$ cat src/include/ovl_recovery_defines.vh
`ifndef OVL_RECOVERY_DEFINES_VH
`define OVL_RECOVERY_DEFINES_VH

`define SAMPLE_W 5
`define CODE_POS_FS 5'h08
`define CODE_NEG_FS 5'h18
`define WINDOW_LEN 8
`define HIT_LIMIT 4'h5
`define HOLD_CYCLES 8'h10
`define RAMP_CYCLES 8'h30
`define VALID_CYCLES 8'h40
`define ATTEN_W 5
`define ATTEN_BOOST 5'h06
`define ATTEN_MAX 5'h1F

`endif

$ cat src/verilog/ovl_recovery.v
`timescale 1ns/100ps
`include "ovl_recovery_defines.vh"

// Function
// - Take one 5-bit quantizer sample per clock and check it for full scale.
// - Samples are signed -8..+8; full scale is code +8 or code -8.
// - Overload when more than five of the last eight samples are full scale.
// - On overload zero modulator state and add 6 dB attenuation.
// - Hold modulator reset for 16 clocks, then release it.
// - Return added attenuation to programmed value over the next 48 clocks.
// - New overload during or after recovery restarts the whole sequence.
// - Output marked clean 65 clocks after the last overload detection.
module ovl_recovery (
  // Clock and control
  input wire SYS_CLK,
  input wire SRST,
  input wire CE,
  // Quantizer sample stream
  input wire [`SAMPLE_W-1:0] QSAMPLE,
  input wire QSAMPLE_VALID,
  output reg QSAMPLE_READY,
  // Programmed attenuation in 1 dB steps
  input wire [`ATTEN_W-1:0] ATTEN_PROG,
  // Modulator controls
  output reg MOD_RESET,
  output reg [`ATTEN_W-1:0] ATTEN_OUT,
  output reg OVERLOAD,
  output reg RECOVERING,
  // Sample output stream
  output reg [`SAMPLE_W-1:0] OUT_DATA,
  output reg OUT_VALID,
  output reg OUT_CLEAN,
  input wire OUT_READY
);

  localparam ST_IDLE = 2'h0;
  localparam ST_HOLD = 2'h1;
  localparam ST_RAMP = 2'h2;

  // Sequencer state
  reg [1:0] state_q;
  reg [1:0] state_d;
  reg [7:0] cnt_q;
  reg [7:0] cnt_d;
  reg [7:0] quiet_q;
  reg [`ATTEN_W-1:0] extra_q;
  reg [`ATTEN_W-1:0] extra_d;
  reg mod_reset_d;
  // Full-scale history, newest sample in bit 0
  reg [`WINDOW_LEN-1:0] hist_q;
  // Two-entry buffer toward the receiver
  reg [`SAMPLE_W-1:0] buf0_q;
  reg [`SAMPLE_W-1:0] buf1_q;
  reg [`SAMPLE_W-1:0] buf0_d;
  reg [`SAMPLE_W-1:0] buf1_d;
  reg [1:0] fill_q;
  reg [1:0] fill_d;
  wire take;
  wire pop;
  wire full_scale;
  wire overload_now;
  wire [3:0] hits;
  wire [3:0] psum [0:`WINDOW_LEN];
  wire [`WINDOW_LEN-1:0] hist_next;
  wire [`ATTEN_W:0] atten_sum;
  genvar g;

  // Only a sample the buffer has room for is taken and judged
  assign take = CE & QSAMPLE_VALID & QSAMPLE_READY;
  assign pop = OUT_VALID & OUT_READY;
  assign full_scale = (QSAMPLE == `CODE_POS_FS) |
                      (QSAMPLE == `CODE_NEG_FS);
  assign hist_next = {hist_q[`WINDOW_LEN-2:0], full_scale};

  // Population count of the window, one adder per position
  assign psum[0] = 4'h0;
  generate
    for (g = 0; g < `WINDOW_LEN; g = g + 1) begin : g_hits
      assign psum[g+1] = psum[g] + {3'h0, hist_next[g]};
    end
  endgenerate
  assign hits = psum[`WINDOW_LEN];
  assign overload_now = take & (hits > `HIT_LIMIT);

  always @* begin
    state_d = state_q;
    cnt_d = cnt_q;
    extra_d = extra_q;
    mod_reset_d = MOD_RESET;
    if (overload_now) begin
      // Restart even mid-sequence; history is wiped with the modulator
      state_d = ST_HOLD;
      cnt_d = 8'h00;
      extra_d = `ATTEN_BOOST;
      mod_reset_d = 1'b1;
    end else begin
      case (state_q)
        ST_IDLE: begin
          extra_d = {`ATTEN_W{1'b0}};
          mod_reset_d = 1'b0;
        end
        ST_HOLD: begin
          if (cnt_q == `HOLD_CYCLES - 8'h01) begin
            mod_reset_d = 1'b0;
            state_d = ST_RAMP;
            cnt_d = 8'h00;
          end else begin
            cnt_d = cnt_q + 8'h01;
          end
        end
        ST_RAMP: begin
          // One dB step every eighth clock spreads 6 dB over 48 clocks
          if (cnt_q[2:0] == 3'h7 && extra_q != {`ATTEN_W{1'b0}})
            extra_d = extra_q - 5'h01;
          if (cnt_q == `RAMP_CYCLES - 8'h01) begin
            state_d = ST_IDLE;
            cnt_d = 8'h00;
          end else begin
            cnt_d = cnt_q + 8'h01;
          end
        end
        default: begin
          state_d = ST_IDLE;
          cnt_d = 8'h00;
        end
      endcase
    end
  end

  always @(posedge SYS_CLK) begin
    if (SRST) begin
      state_q <= ST_IDLE;
      cnt_q <= 8'h00;
      extra_q <= {`ATTEN_W{1'b0}};
      MOD_RESET <= 1'b0;
      OVERLOAD <= 1'b0;
      RECOVERING <= 1'b0;
    end else if (CE) begin
      state_q <= state_d;
      cnt_q <= cnt_d;
      extra_q <= extra_d;
      MOD_RESET <= mod_reset_d;
      OVERLOAD <= overload_now;
      RECOVERING <= overload_now | (state_q != ST_IDLE);
    end
  end

  // Samples seen while the modulator is held are garbage and not counted
  always @(posedge SYS_CLK) begin
    if (SRST) begin
      hist_q <= {`WINDOW_LEN{1'b0}};
    end else if (CE) begin
      if (overload_now)
        hist_q <= {`WINDOW_LEN{1'b0}};
      else if (take && state_q != ST_HOLD)
        hist_q <= hist_next;
    end
  end

  // One bit wider so a large setting plus boost saturates, never wraps
  assign atten_sum = {1'b0, ATTEN_PROG} + {1'b0, extra_q};

  always @(posedge SYS_CLK) begin
    if (SRST) begin
      ATTEN_OUT <= {`ATTEN_W{1'b0}};
    end else if (CE) begin
      if (atten_sum[`ATTEN_W])
        ATTEN_OUT <= `ATTEN_MAX;
      else
        ATTEN_OUT <= atten_sum[`ATTEN_W-1:0];
    end
  end

  // Clean only after a full quiet span with no detection inside it
  always @(posedge SYS_CLK) begin
    if (SRST) begin
      quiet_q <= 8'h00;
      OUT_CLEAN <= 1'b0;
    end else if (CE) begin
      if (overload_now)
        quiet_q <= 8'h00;
      else if (quiet_q != `VALID_CYCLES)
        quiet_q <= quiet_q + 8'h01;
      OUT_CLEAN <= ~overload_now & (quiet_q == `VALID_CYCLES);
    end
  end

  always @* begin
    fill_d = fill_q;
    buf0_d = buf0_q;
    buf1_d = buf1_q;
    case ({take, pop})
      2'b10: begin
        if (fill_q == 2'h0)
          buf0_d = QSAMPLE;
        else
          buf1_d = QSAMPLE;
        fill_d = fill_q + 2'h1;
      end
      2'b01: begin
        buf0_d = buf1_q;
        fill_d = fill_q - 2'h1;
      end
      2'b11: begin
        if (fill_q == 2'h1) begin
          buf0_d = QSAMPLE;
        end else begin
          buf0_d = buf1_q;
          buf1_d = QSAMPLE;
        end
      end
      default: fill_d = fill_q;
    endcase
  end

  // Ready and valid are registered copies of the next fill level,
  // so a stalled receiver never costs a word
  always @(posedge SYS_CLK) begin
    if (SRST) begin
      fill_q <= 2'h0;
      buf0_q <= {`SAMPLE_W{1'b0}};
      buf1_q <= {`SAMPLE_W{1'b0}};
      OUT_DATA <= {`SAMPLE_W{1'b0}};
      OUT_VALID <= 1'b0;
      QSAMPLE_READY <= 1'b0;
    end else if (CE) begin
      fill_q <= fill_d;
      buf0_q <= buf0_d;
      buf1_q <= buf1_d;
      OUT_DATA <= buf0_d;
      OUT_VALID <= (fill_d != 2'h0);
      QSAMPLE_READY <= (fill_d != 2'h2);
    end
  end

endmodule

$ cat config.mk
export PLATFORM = sky130hd
export DESIGN_NAME = ovl_recovery
export DESIGN_NICKNAME = d
export VERILOG_FILES = /design/src/verilog/ovl_recovery.v
export VERILOG_INCLUDE_DIRS = /design/src /design/src/include
export SDC_FILE = /design/constraint.sdc
export NUM_CORES = 1
export LEC_CHECK = 0
export ABC_AREA = 1
export BUFFER_PORTS_ARGS = -buffer_cell sky130_fd_sc_hd__buf_2
export CORE_MARGIN = 2
export CORE_UTILIZATION = 41
export DETAILED_ROUTE_END_ITERATION = 6
export PLACE_DENSITY = 0.7
export REMOVE_ABC_BUFFERS = 1
export SLEW_MARGIN = 40
export SYNTH_ARGS = -nofsm -noshare
export SYNTH_HDL_FRONTEND = slang
export SYNTH_SLANG_ARGS = --single-unit
$ cat constraint.sdc
create_clock -name SYS_CLK -period 7.98 [get_ports SYS_CLK]
set_input_delay 1.995 -clock SYS_CLK [delete_from_list [all_inputs] [get_ports SYS_CLK]]
set_output_delay 1.995 -clock SYS_CLK [all_outputs]
set_load 0.02 [all_outputs]
==> impl_metrics.env, run 1 <==
export IMPL_status="finished clean"
export IMPL_synth_top_family_by_area="simple AND/OR/NAND/NOR gates"
export IMPL_yosysUniqueCellTypes=30
export IMPL_worst_slew_pin_slew_ns=0.555
export IMPL_io_pins=31
export IMPL_path_clk_slew_ns=0.10
export IMPL_postCtsSetupBuffers=0
export IMPL_period_minus_slack_ns=4.65
export IMPL_synthArstFlopShare=0
export IMPL_via_per_inst=4.90
export IMPL_hold_path_class="reg -> reg"
export IMPL_grt_pass1_vias=2521
export IMPL_gp_congestion=0.828
export IMPL_drtIter0Drc=151
export IMPL_synthToLayoutAreaGrowth_pct=10.8
export IMPL_synthTopCellsByArea="dfxtp_1 (35%), ha_1 (9.5%), nand2_1 (9.2%)"
export IMPL_antenna_found_initial=0
export IMPL_io_buffers=30
export IMPL_met2_usage=0.277
export IMPL_post_synth_top_count_cell="nand2_1"
export IMPL_clock_skew_ns=0.0113
export IMPL_cap_violations=0
export IMPL_start_util=0.420
export IMPL_cp_arrival_ns=4.83
export IMPL_ir_worst_vdd_mv=0.0589
export IMPL_root_buffer="clkbuf_8"
export IMPL_muxShareOfSynthArea=0
export IMPL_core_sq_um=7180
export IMPL_grt_max_degree=24
export IMPL_synth_simple_gate_area_share=0.243
export IMPL_slew_headroom=0.628
export IMPL_grt_usage=0.164
export IMPL_fin_nets=499
export IMPL_fin_tns_setup_ns=0
export IMPL_hold_buffers=0
export IMPL_antenna_cells=0
export IMPL_htreeDepth=2
export IMPL_synthAdderAreaFrac=0.129
export IMPL_cts_tree="built"
export IMPL_powerDensity_nw_per_um2=144
export IMPL_ys_warn_count=0
export IMPL_grt_busiest_layer="met2"
export IMPL_vias=2726
export IMPL_rows=31
export IMPL_synth_common_cells="nand2_1 (74), inv_1 (70), dfxtp_1 (53), nor2_1 (53), o21ai_0 (36)"
export IMPL_synth_compound_area_frac=0.157
export IMPL_final_cells=556
export IMPL_synthCells=427
export IMPL_worstPathRequired_ns=8.16
export IMPL_synth_main_ff_cell="dfxtp_1"
export IMPL_rsz0062_at_grt="false"
export IMPL_die_area_sq_um=8050
export IMPL_gr_usage_met3=0.0277
export IMPL_dieWidth_um=89.7
export IMPL_synth_edf_count=0
export IMPL_place_inst=548
export IMPL_drv_slew=0
export IMPL_cp_end_kind="flip-flop"
export IMPL_ys_seq_elements=53
export IMPL_syn_area_sq_um=3010
export IMPL_grt_met1_usage=0.215
export IMPL_setup_viol=0
export IMPL_wl_um=6270
export IMPL_drive_gt1_frac=0.101
export IMPL_drtPass1Iterations=4
export IMPL_path_max_fanout=18
export IMPL_syn_avg_cell_area_sq_um=7.06
export IMPL_critPathKind="in -> reg"
export IMPL_synth_seq_area_share=0.352
export IMPL_overflow=0
export IMPL_die_h_um=89.7
export IMPL_clk_latency_ns=0.31
export IMPL_drc=0
export IMPL_synth_top_area_share=0.352
export IMPL_synth_top_area_cell="dfxtp_1"
export IMPL_grt_pass1_wl_um=11200
export IMPL_cts_sinks=53
export IMPL_wl_per_cell_um=11.3
export IMPL_synth_xor_area_frac=0.0174
export IMPL_drtAntennaViolNets=0
export IMPL_hpwl_um=4720
export IMPL_cts_made_buffers=5
export IMPL_p_leak_nw=1.51
export IMPL_final_hold_violation_count=0
export IMPL_period_share=0.582
export IMPL_fmax_ghz=0.215
export IMPL_cts_resized=0
export IMPL_clk_path_buf_depth=2
export IMPL_start_kind="input pin"
layout make-up:
cell class              instances  area (sq um)
repair buffers                 30           150
fillers                       727          3840
well taps                      99           124
inverters                      72           270
clock buffers                   5          68.8
clock inverters                 3          17.5
flip-flops and latches         53          1060
multi-input cells             294          1650
metal layers:
layer / up-vias / routed length (um)
li1: 1427 / -
met1: 1252 / 3020
met2: 39 / 2970
met3: 8 / 183
met4: 0 / 98
met5: - / 0
metrics by stage:
| step | cell area, sq um | hold WS (ns) | utilization | setup slack, ns | power, mW |
|---|---|---|---|---|---|
| global route | 3340 | 0.513 | 0.465 | 2.98 | 0.505 |
| CTS | 3340 | 0.469 | 0.465 | 3.32 | 0.488 |
| detailed placement | 3250 | 0.453 | 0.453 | 2.96 | 0.337 |
| global placement | 3250 | 0.451 | 0.453 | 3.17 | 0.335 |
| finish | 3340 | 0.468 | 0.465 | 3.33 | 0.482 |
| floorplan | 2980 | 0.450 | - | 3.53 | 0.317 |
worst paths after layout:
path | cells past startpoint | from | slack (ns) | end
max reg2reg | 16 | hist_q[0] | 3.95 | state_q[1]
min | 2 | OVERLOAD | 0.47 | OVERLOAD
min reg2reg | 2 | OVERLOAD | 0.47 | OVERLOAD
max | 16 | QSAMPLE[2] | 3.33 | state_q[1]
registers in the layout, summed over array words and instances, names as in the netlist, 2 cells and up:
name and count:
fill_q 2, hist_q 7, buf1_q 5, cnt_q 8, quiet_q 8, state_q 2, ATTEN_OUT 5, buf0_q 5
extra_q 5
layout by cell type, fill, tap and decap left out:
master,netlist,routed
nand3_2,2,2
inv_1,70,70
xor2_1,4,4
fa_1,5,5
a21oi_2,1,1
o31ai_1,1,1
clkinv_1,1,1
a21oi_1,33,33
xnor2_1,2,2
a211oi_1,6,6
o21ai_2,1,1
o21bai_1,2,2
a31oi_1,3,3
o21ai_0,36,36
clkinv_2,0,2
ha_1,23,23
clkinvlp_4,0,1
dfxtp_1,53,53
nand2_1,74,74
a22oi_1,1,1
nand4_1,8,8
nand3_1,29,29
nor3_1,3,3
o21ai_1,2,2
buf_2,2,30
and3_1,1,1
a21o_1,1,1
nand2_2,3,3
clkbuf_8,0,5
nor2_1,53,53
inv_2,1,1
kinds of logic after synthesis:
kind of cell,after synthesis
xor gates and xnor gates,6
AOI/OAI and AO/OA,87
buffers and inverters,80
and+or+nand+nor,173
DFF,53
adders and majority gates,28
report_power, final:
part / switching, mW / internal (mW)
clock network: 0.0904 / 0.0608
registers: 0.00440 / 0.272
logic: 0.0350 / 0.0193
critical path, cell delays in order:
cell     delay [ns]
buf_2          0.10
inv_1          0.07
nand4_1        0.16
fa_1           0.51
inv_1          0.04
ha_1           0.18
inv_1          0.07
fa_1           0.43
nor2_1         0.11
nor2_1         0.05
nor2_1         0.11
nand2_2        0.22
a21oi_2        0.49
nand2_1        0.13
nand2_1        0.09
a21oi_1        0.06
Note: power is estimated with default switching activity, not from simulation.
==> inputs of run 2 (changes only) <==
ABC_AREA = 0   (was 1)
PLACE_DENSITY = 0.72   (was 0.7)
clock period = 4.25 ns   (was 7.98 ns; I/O delays follow)
==> run 2 against run 1 <==
Flip-flop and latch count unchanged; cell count down 13%; largest power group unchanged; critical path depth down 2; highest routed layer unchanged; die area down 2.1%; count of clock-buffer cells in the layout up 2; design area up 2.8%; first-iteration DRC count down 3.3%; sequential power up 87%.
==> impl_metrics.env, run 2 <==
export IMPL_status="finished clean"
export IMPL_ys_warn_count=0
export IMPL_start_util=0.429
export IMPL_met2_usage=0.268
export IMPL_gp_congestion=0.787
export IMPL_cpMaxStageDelayCell="or4b_2"
export IMPL_layout_commonest_cell="dfxtp_1"
export IMPL_core_sq_um=6870
export IMPL_io_pins=31
export IMPL_hpwl_um=4570
export IMPL_synthToLayoutAreaGrowth_pct=16.5
export IMPL_place_inst=475
export IMPL_antenna_cells=0
export IMPL_period_minus_slack_ns=4.20
export IMPL_setup_viol=0
export IMPL_gr_usage_met3=0.0336
export IMPL_drtPass1Iterations=4
export IMPL_synthArstFlopShare=0
export IMPL_drc=0
export IMPL_reg_largest_list="cnt_q x8, quiet_q x8, hist_q x7"
export IMPL_htreeDepth=2
export IMPL_powerDensity_nw_per_um2=260
export IMPL_root_buffer="clkbuf_8"
export IMPL_grt_met1_usage=0.212
export IMPL_place_area_sq_um=3310
export IMPL_cts_sinks=53
export IMPL_hold_path_class="reg -> reg"
export IMPL_wl_um=6170
export IMPL_path_clk_slew_ns=0.10
export IMPL_rows=30
export IMPL_synth_edf_count=0
export IMPL_cts_made_buffers=5
export IMPL_cts_tree="built"
export IMPL_synth_top_area_cell="dfxtp_1"
export IMPL_drtAntennaViolNets=0
export IMPL_setup_slack_ns=0.0548
export IMPL_post_synth_top_count_cell="dfxtp_1"
export IMPL_wl_per_cell_um=12.7
export IMPL_pre_cts_ws_ns=-0.222
export IMPL_die_area_sq_um=7880
export IMPL_fin_nets=430
export IMPL_max_stage_delay_ns=0.69
export IMPL_start_kind="input pin"
export IMPL_final_util=0.500
export IMPL_die_h_um=88.8
export IMPL_p_leak_nw=1.45
export IMPL_grt_pass1_vias=2375
export IMPL_io_buffers=30
export IMPL_total_power_mw=0.893
export IMPL_dieWidth_um=88.8
export IMPL_worstPathCellList="buf_2 -> or4b_2 -> fa_1 -> inv_1 -> ha_1 -> inv_1 -> fa_1 -> o21ba_2 -> buf_4 -> nor2_1 -> buf_4 -> a2111o_1 -> nor4_2 -> a221o_1"
export IMPL_slew_headroom=0.554
export IMPL_overflow=0
export IMPL_drv_slew=0
export IMPL_path_max_fanout=5
export IMPL_clk_latency_ns=0.30
export IMPL_clock_skew_ns=0.00507
export IMPL_fmax_ghz=0.238
export IMPL_via_per_inst=5.25
export IMPL_syn_area_sq_um=2950
export IMPL_antenna_found_initial=0
export IMPL_ys_seq_elements=53
export IMPL_drtIter0Drc=146
export IMPL_clk_path_buf_depth=2
export IMPL_cap_violations=0
export IMPL_synth_common_cells="dfxtp_1 (53), inv_1 (33), nand2_1 (32), nor2_1 (32), a21oi_1 (27)"
export IMPL_grt_usage=0.163
export IMPL_final_area_sq_um=3430
export IMPL_synth_main_ff_cell="dfxtp_1"
export IMPL_synth_top_area_share=0.360
export IMPL_grt_busiest_layer="met2"
export IMPL_hold_buffers=0
export IMPL_cp_arrival_ns=4.45
export IMPL_worstPathRequired_ns=4.50
export IMPL_period_share=0.987
export IMPL_syn_avg_cell_area_sq_um=8.69
export IMPL_final_hold_violation_count=0
export IMPL_vias=2543
export IMPL_synthCells=339
export IMPL_grt_pass1_wl_um=10300
export IMPL_cp_end_kind="flip-flop"
export IMPL_layout_common_cells="dfxtp_1 (53), inv_1 (33), nand2_1 (32), nor2_1 (32), buf_2 (30)"
export IMPL_drive_gt1_frac=0.193
export IMPL_grt_max_degree=32
export IMPL_synthTopCellsByArea="dfxtp_1 (36%), ha_1 (9.8%), a21oi_1 (4.6%)"
export IMPL_worst_slew_pin_slew_ns=0.669
export IMPL_critPathKind="in -> reg"
export IMPL_synth_seq_area_share=0.360
export IMPL_yosysUniqueCellTypes=55
export IMPL_cp_top_family="adder cells"
export IMPL_ir_worst_vdd_mv=0.150
export IMPL_final_cells=484
export IMPL_path_buf_inv=5
run 2: power by group:
group / total (mW) / switching [mW] / internal, mW
combinational: 0.0952 / 0.0583 / 0.0369
clock: 0.282 / 0.165 / 0.117
sequential: 0.516 / 0.00831 / 0.508
run 2: path summary, 6_finish.rpt:
path               from         end  slack, ns  depth (start not counted)
min reg2reg    OVERLOAD    OVERLOAD       0.47                          2
min            OVERLOAD    OVERLOAD       0.47                          2
max reg2reg   hist_q[0]  extra_q[4]       0.15                         15
max          QSAMPLE[0]  extra_q[4]       0.05                         14
run 2: logic make-up after synthesis:
kind of cell	after synthesis	share of synthesized area
compound gates	91	0.212
xor+xnor	9	0.0268
fa+ha+maj	28	0.132
buf+inv	43	0.0624
flops	53	0.360
mux	7	0.0238
simple gates	108	0.183
run 2: per-stage QoR:
step | TNS (ns) | hold WS, ns
floorplan | -0.506 | 0.436
global placement | -3.27 | 0.444
detailed placement | -3.41 | 0.460
CTS | 0 | 0.475
global route | -0.0375 | 0.491
finish | 0 | 0.468
run 2: what timing repair did:
action,4_1_cts,5_1_grt
buffers inserted,0,1
setup endpoints to repair,0,10
resized for setup,0,7
run 2: final cells by class:
cell class,count,area [sq um]
sequential,53,1060
multi-input combinational,243,1730
tap,96,120
timing repair buffer,51,312
fill,647,3440
inverter,33,124
clock inverter,1,7.51
clock buffer,7,76.3
run 2: routing by layer:
| metal | routed length [um] | up-vias | part of all wire |
|---|---|---|---|
| li1 | - | 1300 | - |
| met1 | 3030 | 1193 | 0.49 |
| met2 | 2830 | 39 | 0.46 |
| met3 | 212 | 11 | 0.034 |
| met4 | 103 | 0 | 0.017 |
| met5 | 0 | - | 0 |
run 2: worst reg2reg max path, delay by kind of cell (launching register included):
family / cells / cell delay (ns)
buffers and inverters: 5 / 0.45
flip-flops: 1 / 0.37
AND/OR/NAND/NOR: 2 / 0.32
AO/OA/AOI/OAI: 3 / 0.74
adder cells (fa/ha/maj): 5 / 2.15
==> inputs of run 3 (changes only) <==
GPL_TIMING_DRIVEN = 0   (was not set)
==> run 3 against run 2 <==
Hold slack got worse by 0.0012 ns; critical path type is now reg -> reg; global-route usage is 0.12 points lower; setup slack better by 0.13 ns; largest power group unchanged; combinational power down 3.5%.
==> impl_metrics.env, run 3 (synthesized netlist as in run 2, its figures left out) <==
export IMPL_status="finished clean"
export IMPL_rows=30
export IMPL_drv_slew=0
export IMPL_cp_arrival_ns=4.31
export IMPL_start_util=0.429
export IMPL_dieWidth_um=88.8
export IMPL_worstPathCellList="inv_1 -> fa_1 -> fa_1 -> fa_1 -> inv_1 -> ha_1 -> inv_1 -> fa_2 -> o21ba_2 -> o21ai_2 -> nand3_4 -> or4_1 -> a21oi_1"
export IMPL_critPathKind="reg -> reg"
export IMPL_cts_made_buffers=5
export IMPL_hold_start="hist_q[0]"
export IMPL_crit_start="hist_q[0]"
export IMPL_powerDensity_nw_per_um2=274
export IMPL_overflow=0
export IMPL_reg_largest_list="cnt_q x8, quiet_q x8, hist_q x7"
export IMPL_grt_pass1_vias=2198
export IMPL_root_buffer="clkbuf_8"
export IMPL_antenna_cells=0
export IMPL_path_clk_slew_ns=0.10
export IMPL_path_buf_inv=3
export IMPL_drtIter0Drc=98
export IMPL_io_pins=31
export IMPL_setup_slack_ns=0.183
export IMPL_fmax_ghz=0.246
export IMPL_wl_um=6040
export IMPL_grt_pass1_wl_um=10200
export IMPL_drive_gt1_frac=0.172
export IMPL_die_h_um=88.8
export IMPL_vias=2400
export IMPL_core_sq_um=6870
export IMPL_wl_per_cell_um=12.9
export IMPL_period_share=0.957
export IMPL_period_minus_slack_ns=4.07
export IMPL_drtPass1Iterations=4
export IMPL_hold_path_class="reg -> reg"
export IMPL_layout_commonest_cell="dfxtp_1"
export IMPL_fin_tns_setup_ns=0
export IMPL_fin_nets=414
export IMPL_rsz0062_at_grt="false"
export IMPL_drc=0
export IMPL_slew_headroom=0.540
export IMPL_cp_top_family="adder cells"
export IMPL_start_kind="flip-flop"
export IMPL_p_leak_nw=1.39
export IMPL_max_stage_delay_ns=0.54
export IMPL_die_area_sq_um=7880
export IMPL_setup_viol=0
export IMPL_clock_skew_ns=0.0117
export IMPL_worst_slew_pin_slew_ns=0.689
export IMPL_cap_violations=0
export IMPL_grt_usage=0.162
export IMPL_via_per_inst=5.13
export IMPL_synthToLayoutAreaGrowth_pct=13.1
export IMPL_cp_end_kind="flip-flop"
export IMPL_worstPathRequired_ns=4.49
export IMPL_antenna_found_initial=0
export IMPL_io_buffers=30
export IMPL_htreeDepth=2
export IMPL_cpMaxStageDelayCell="fa_1"
export IMPL_ir_worst_vdd_mv=0.162
export IMPL_pre_cts_ws_ns=-0.533
export IMPL_path_max_fanout=10
export IMPL_r2r_start="hist_q[0]"
export IMPL_clk_latency_ns=0.32
export IMPL_drtAntennaViolNets=0
export IMPL_final_hold_violation_count=0
export IMPL_layout_common_cells="dfxtp_1 (51), inv_1 (33), nand2_1 (32), nor2_1 (31), buf_2 (30)"
export IMPL_cts_sinks=53
export IMPL_nFillCells=659
export IMPL_gp_congestion=0.800
export IMPL_grt_max_degree=32
export IMPL_cts_tree="built"
export IMPL_hpwl_um=4300
export IMPL_clk_path_buf_depth=2
==> run 3: cell count changes in the layout (fill, tap and decap cells not counted), moves of 2 or more <==
| cell | change |
|---|---|
| dfxtp_1 | -2 |
| o21ai_2 | -2 |
| dfxtp_2 | +2 |
| clkbuf_1 | -2 |
| buf_4 | -15 |
==> run 3: per-layer routing <==
metal | GRT usage | up-vias | part of all wire
li1 | - | 1262 | -
met1 | 0.231 | 1093 | 0.50
met2 | 0.255 | 37 | 0.46
met3 | 0.0280 | 8 | 0.037
met4 | 0.0413 | 0 | 0.010
met5 | 0 | - | 0
==> run 3: timing repair <==
action                     CTS  global route
pin swaps                    1             1
resized for setup            5             5
hold buffers                 0             0
setup buffers                3             2
gates cloned                 0             0
setup endpoints to repair   10             5
==> run 3: path summary, 6_finish.rpt <==
path	slack (ns)	end	cells past startpoint
max	0.18	cnt_q[7]	13
min	0.47	hist_q[1]	2
max reg2reg	0.18	cnt_q[7]	13
min reg2reg	0.47	hist_q[1]	2
==> run 3: where the power goes <==
group | switching (mW) | leakage (nW) | internal [mW]
Combinational | 0.0575 | 0.904 | 0.0344
Sequential | 0.00834 | 0.431 | 0.508
Clock | 0.174 | 0.0512 | 0.133
Total | 0.240 | 1.39 | 0.675
==> run 3: area by class of cell <==
type                       instances  area, sq um  share of cell area
clock inverter                     2         13.8             0.00413
sequential                        53         1060               0.319
multi-input combinational        243         1740               0.522
timing repair buffer              35          188              0.0563
tap                               96          120              0.0360
clock buffer                       6         82.6              0.0248
inverter                          33          124              0.0372
==> run 3: worst min-delay path, delay by kind of cell, from the launching register on <==
| family | cells | cell delay [ns] |
|---|---|---|
| flip-flops | 1 | 0.34 |
| AO/OA/AOI/OAI | 1 | 0.05 |
| AND/OR/NAND/NOR | 1 | 0.05 |
==> run 3: per-stage QoR <==
| step | hold slack (ns) | instance area (sq um) | util | cells | total power, mW |
|---|---|---|---|---|---|
| global route | 0.491 | 3330 | 0.485 | 468 | 0.950 |
| detailed placement | 0.457 | 3160 | 0.460 | 455 | 0.618 |
| CTS | 0.473 | 3300 | 0.481 | 466 | 0.925 |
| finish | 0.467 | 3330 | 0.485 | 468 | 0.914 |
| global placement | 0.448 | 3160 | 0.460 | 455 | 0.615 |
| floorplan | 0.436 | 2890 | - | 329 | 0.581 |
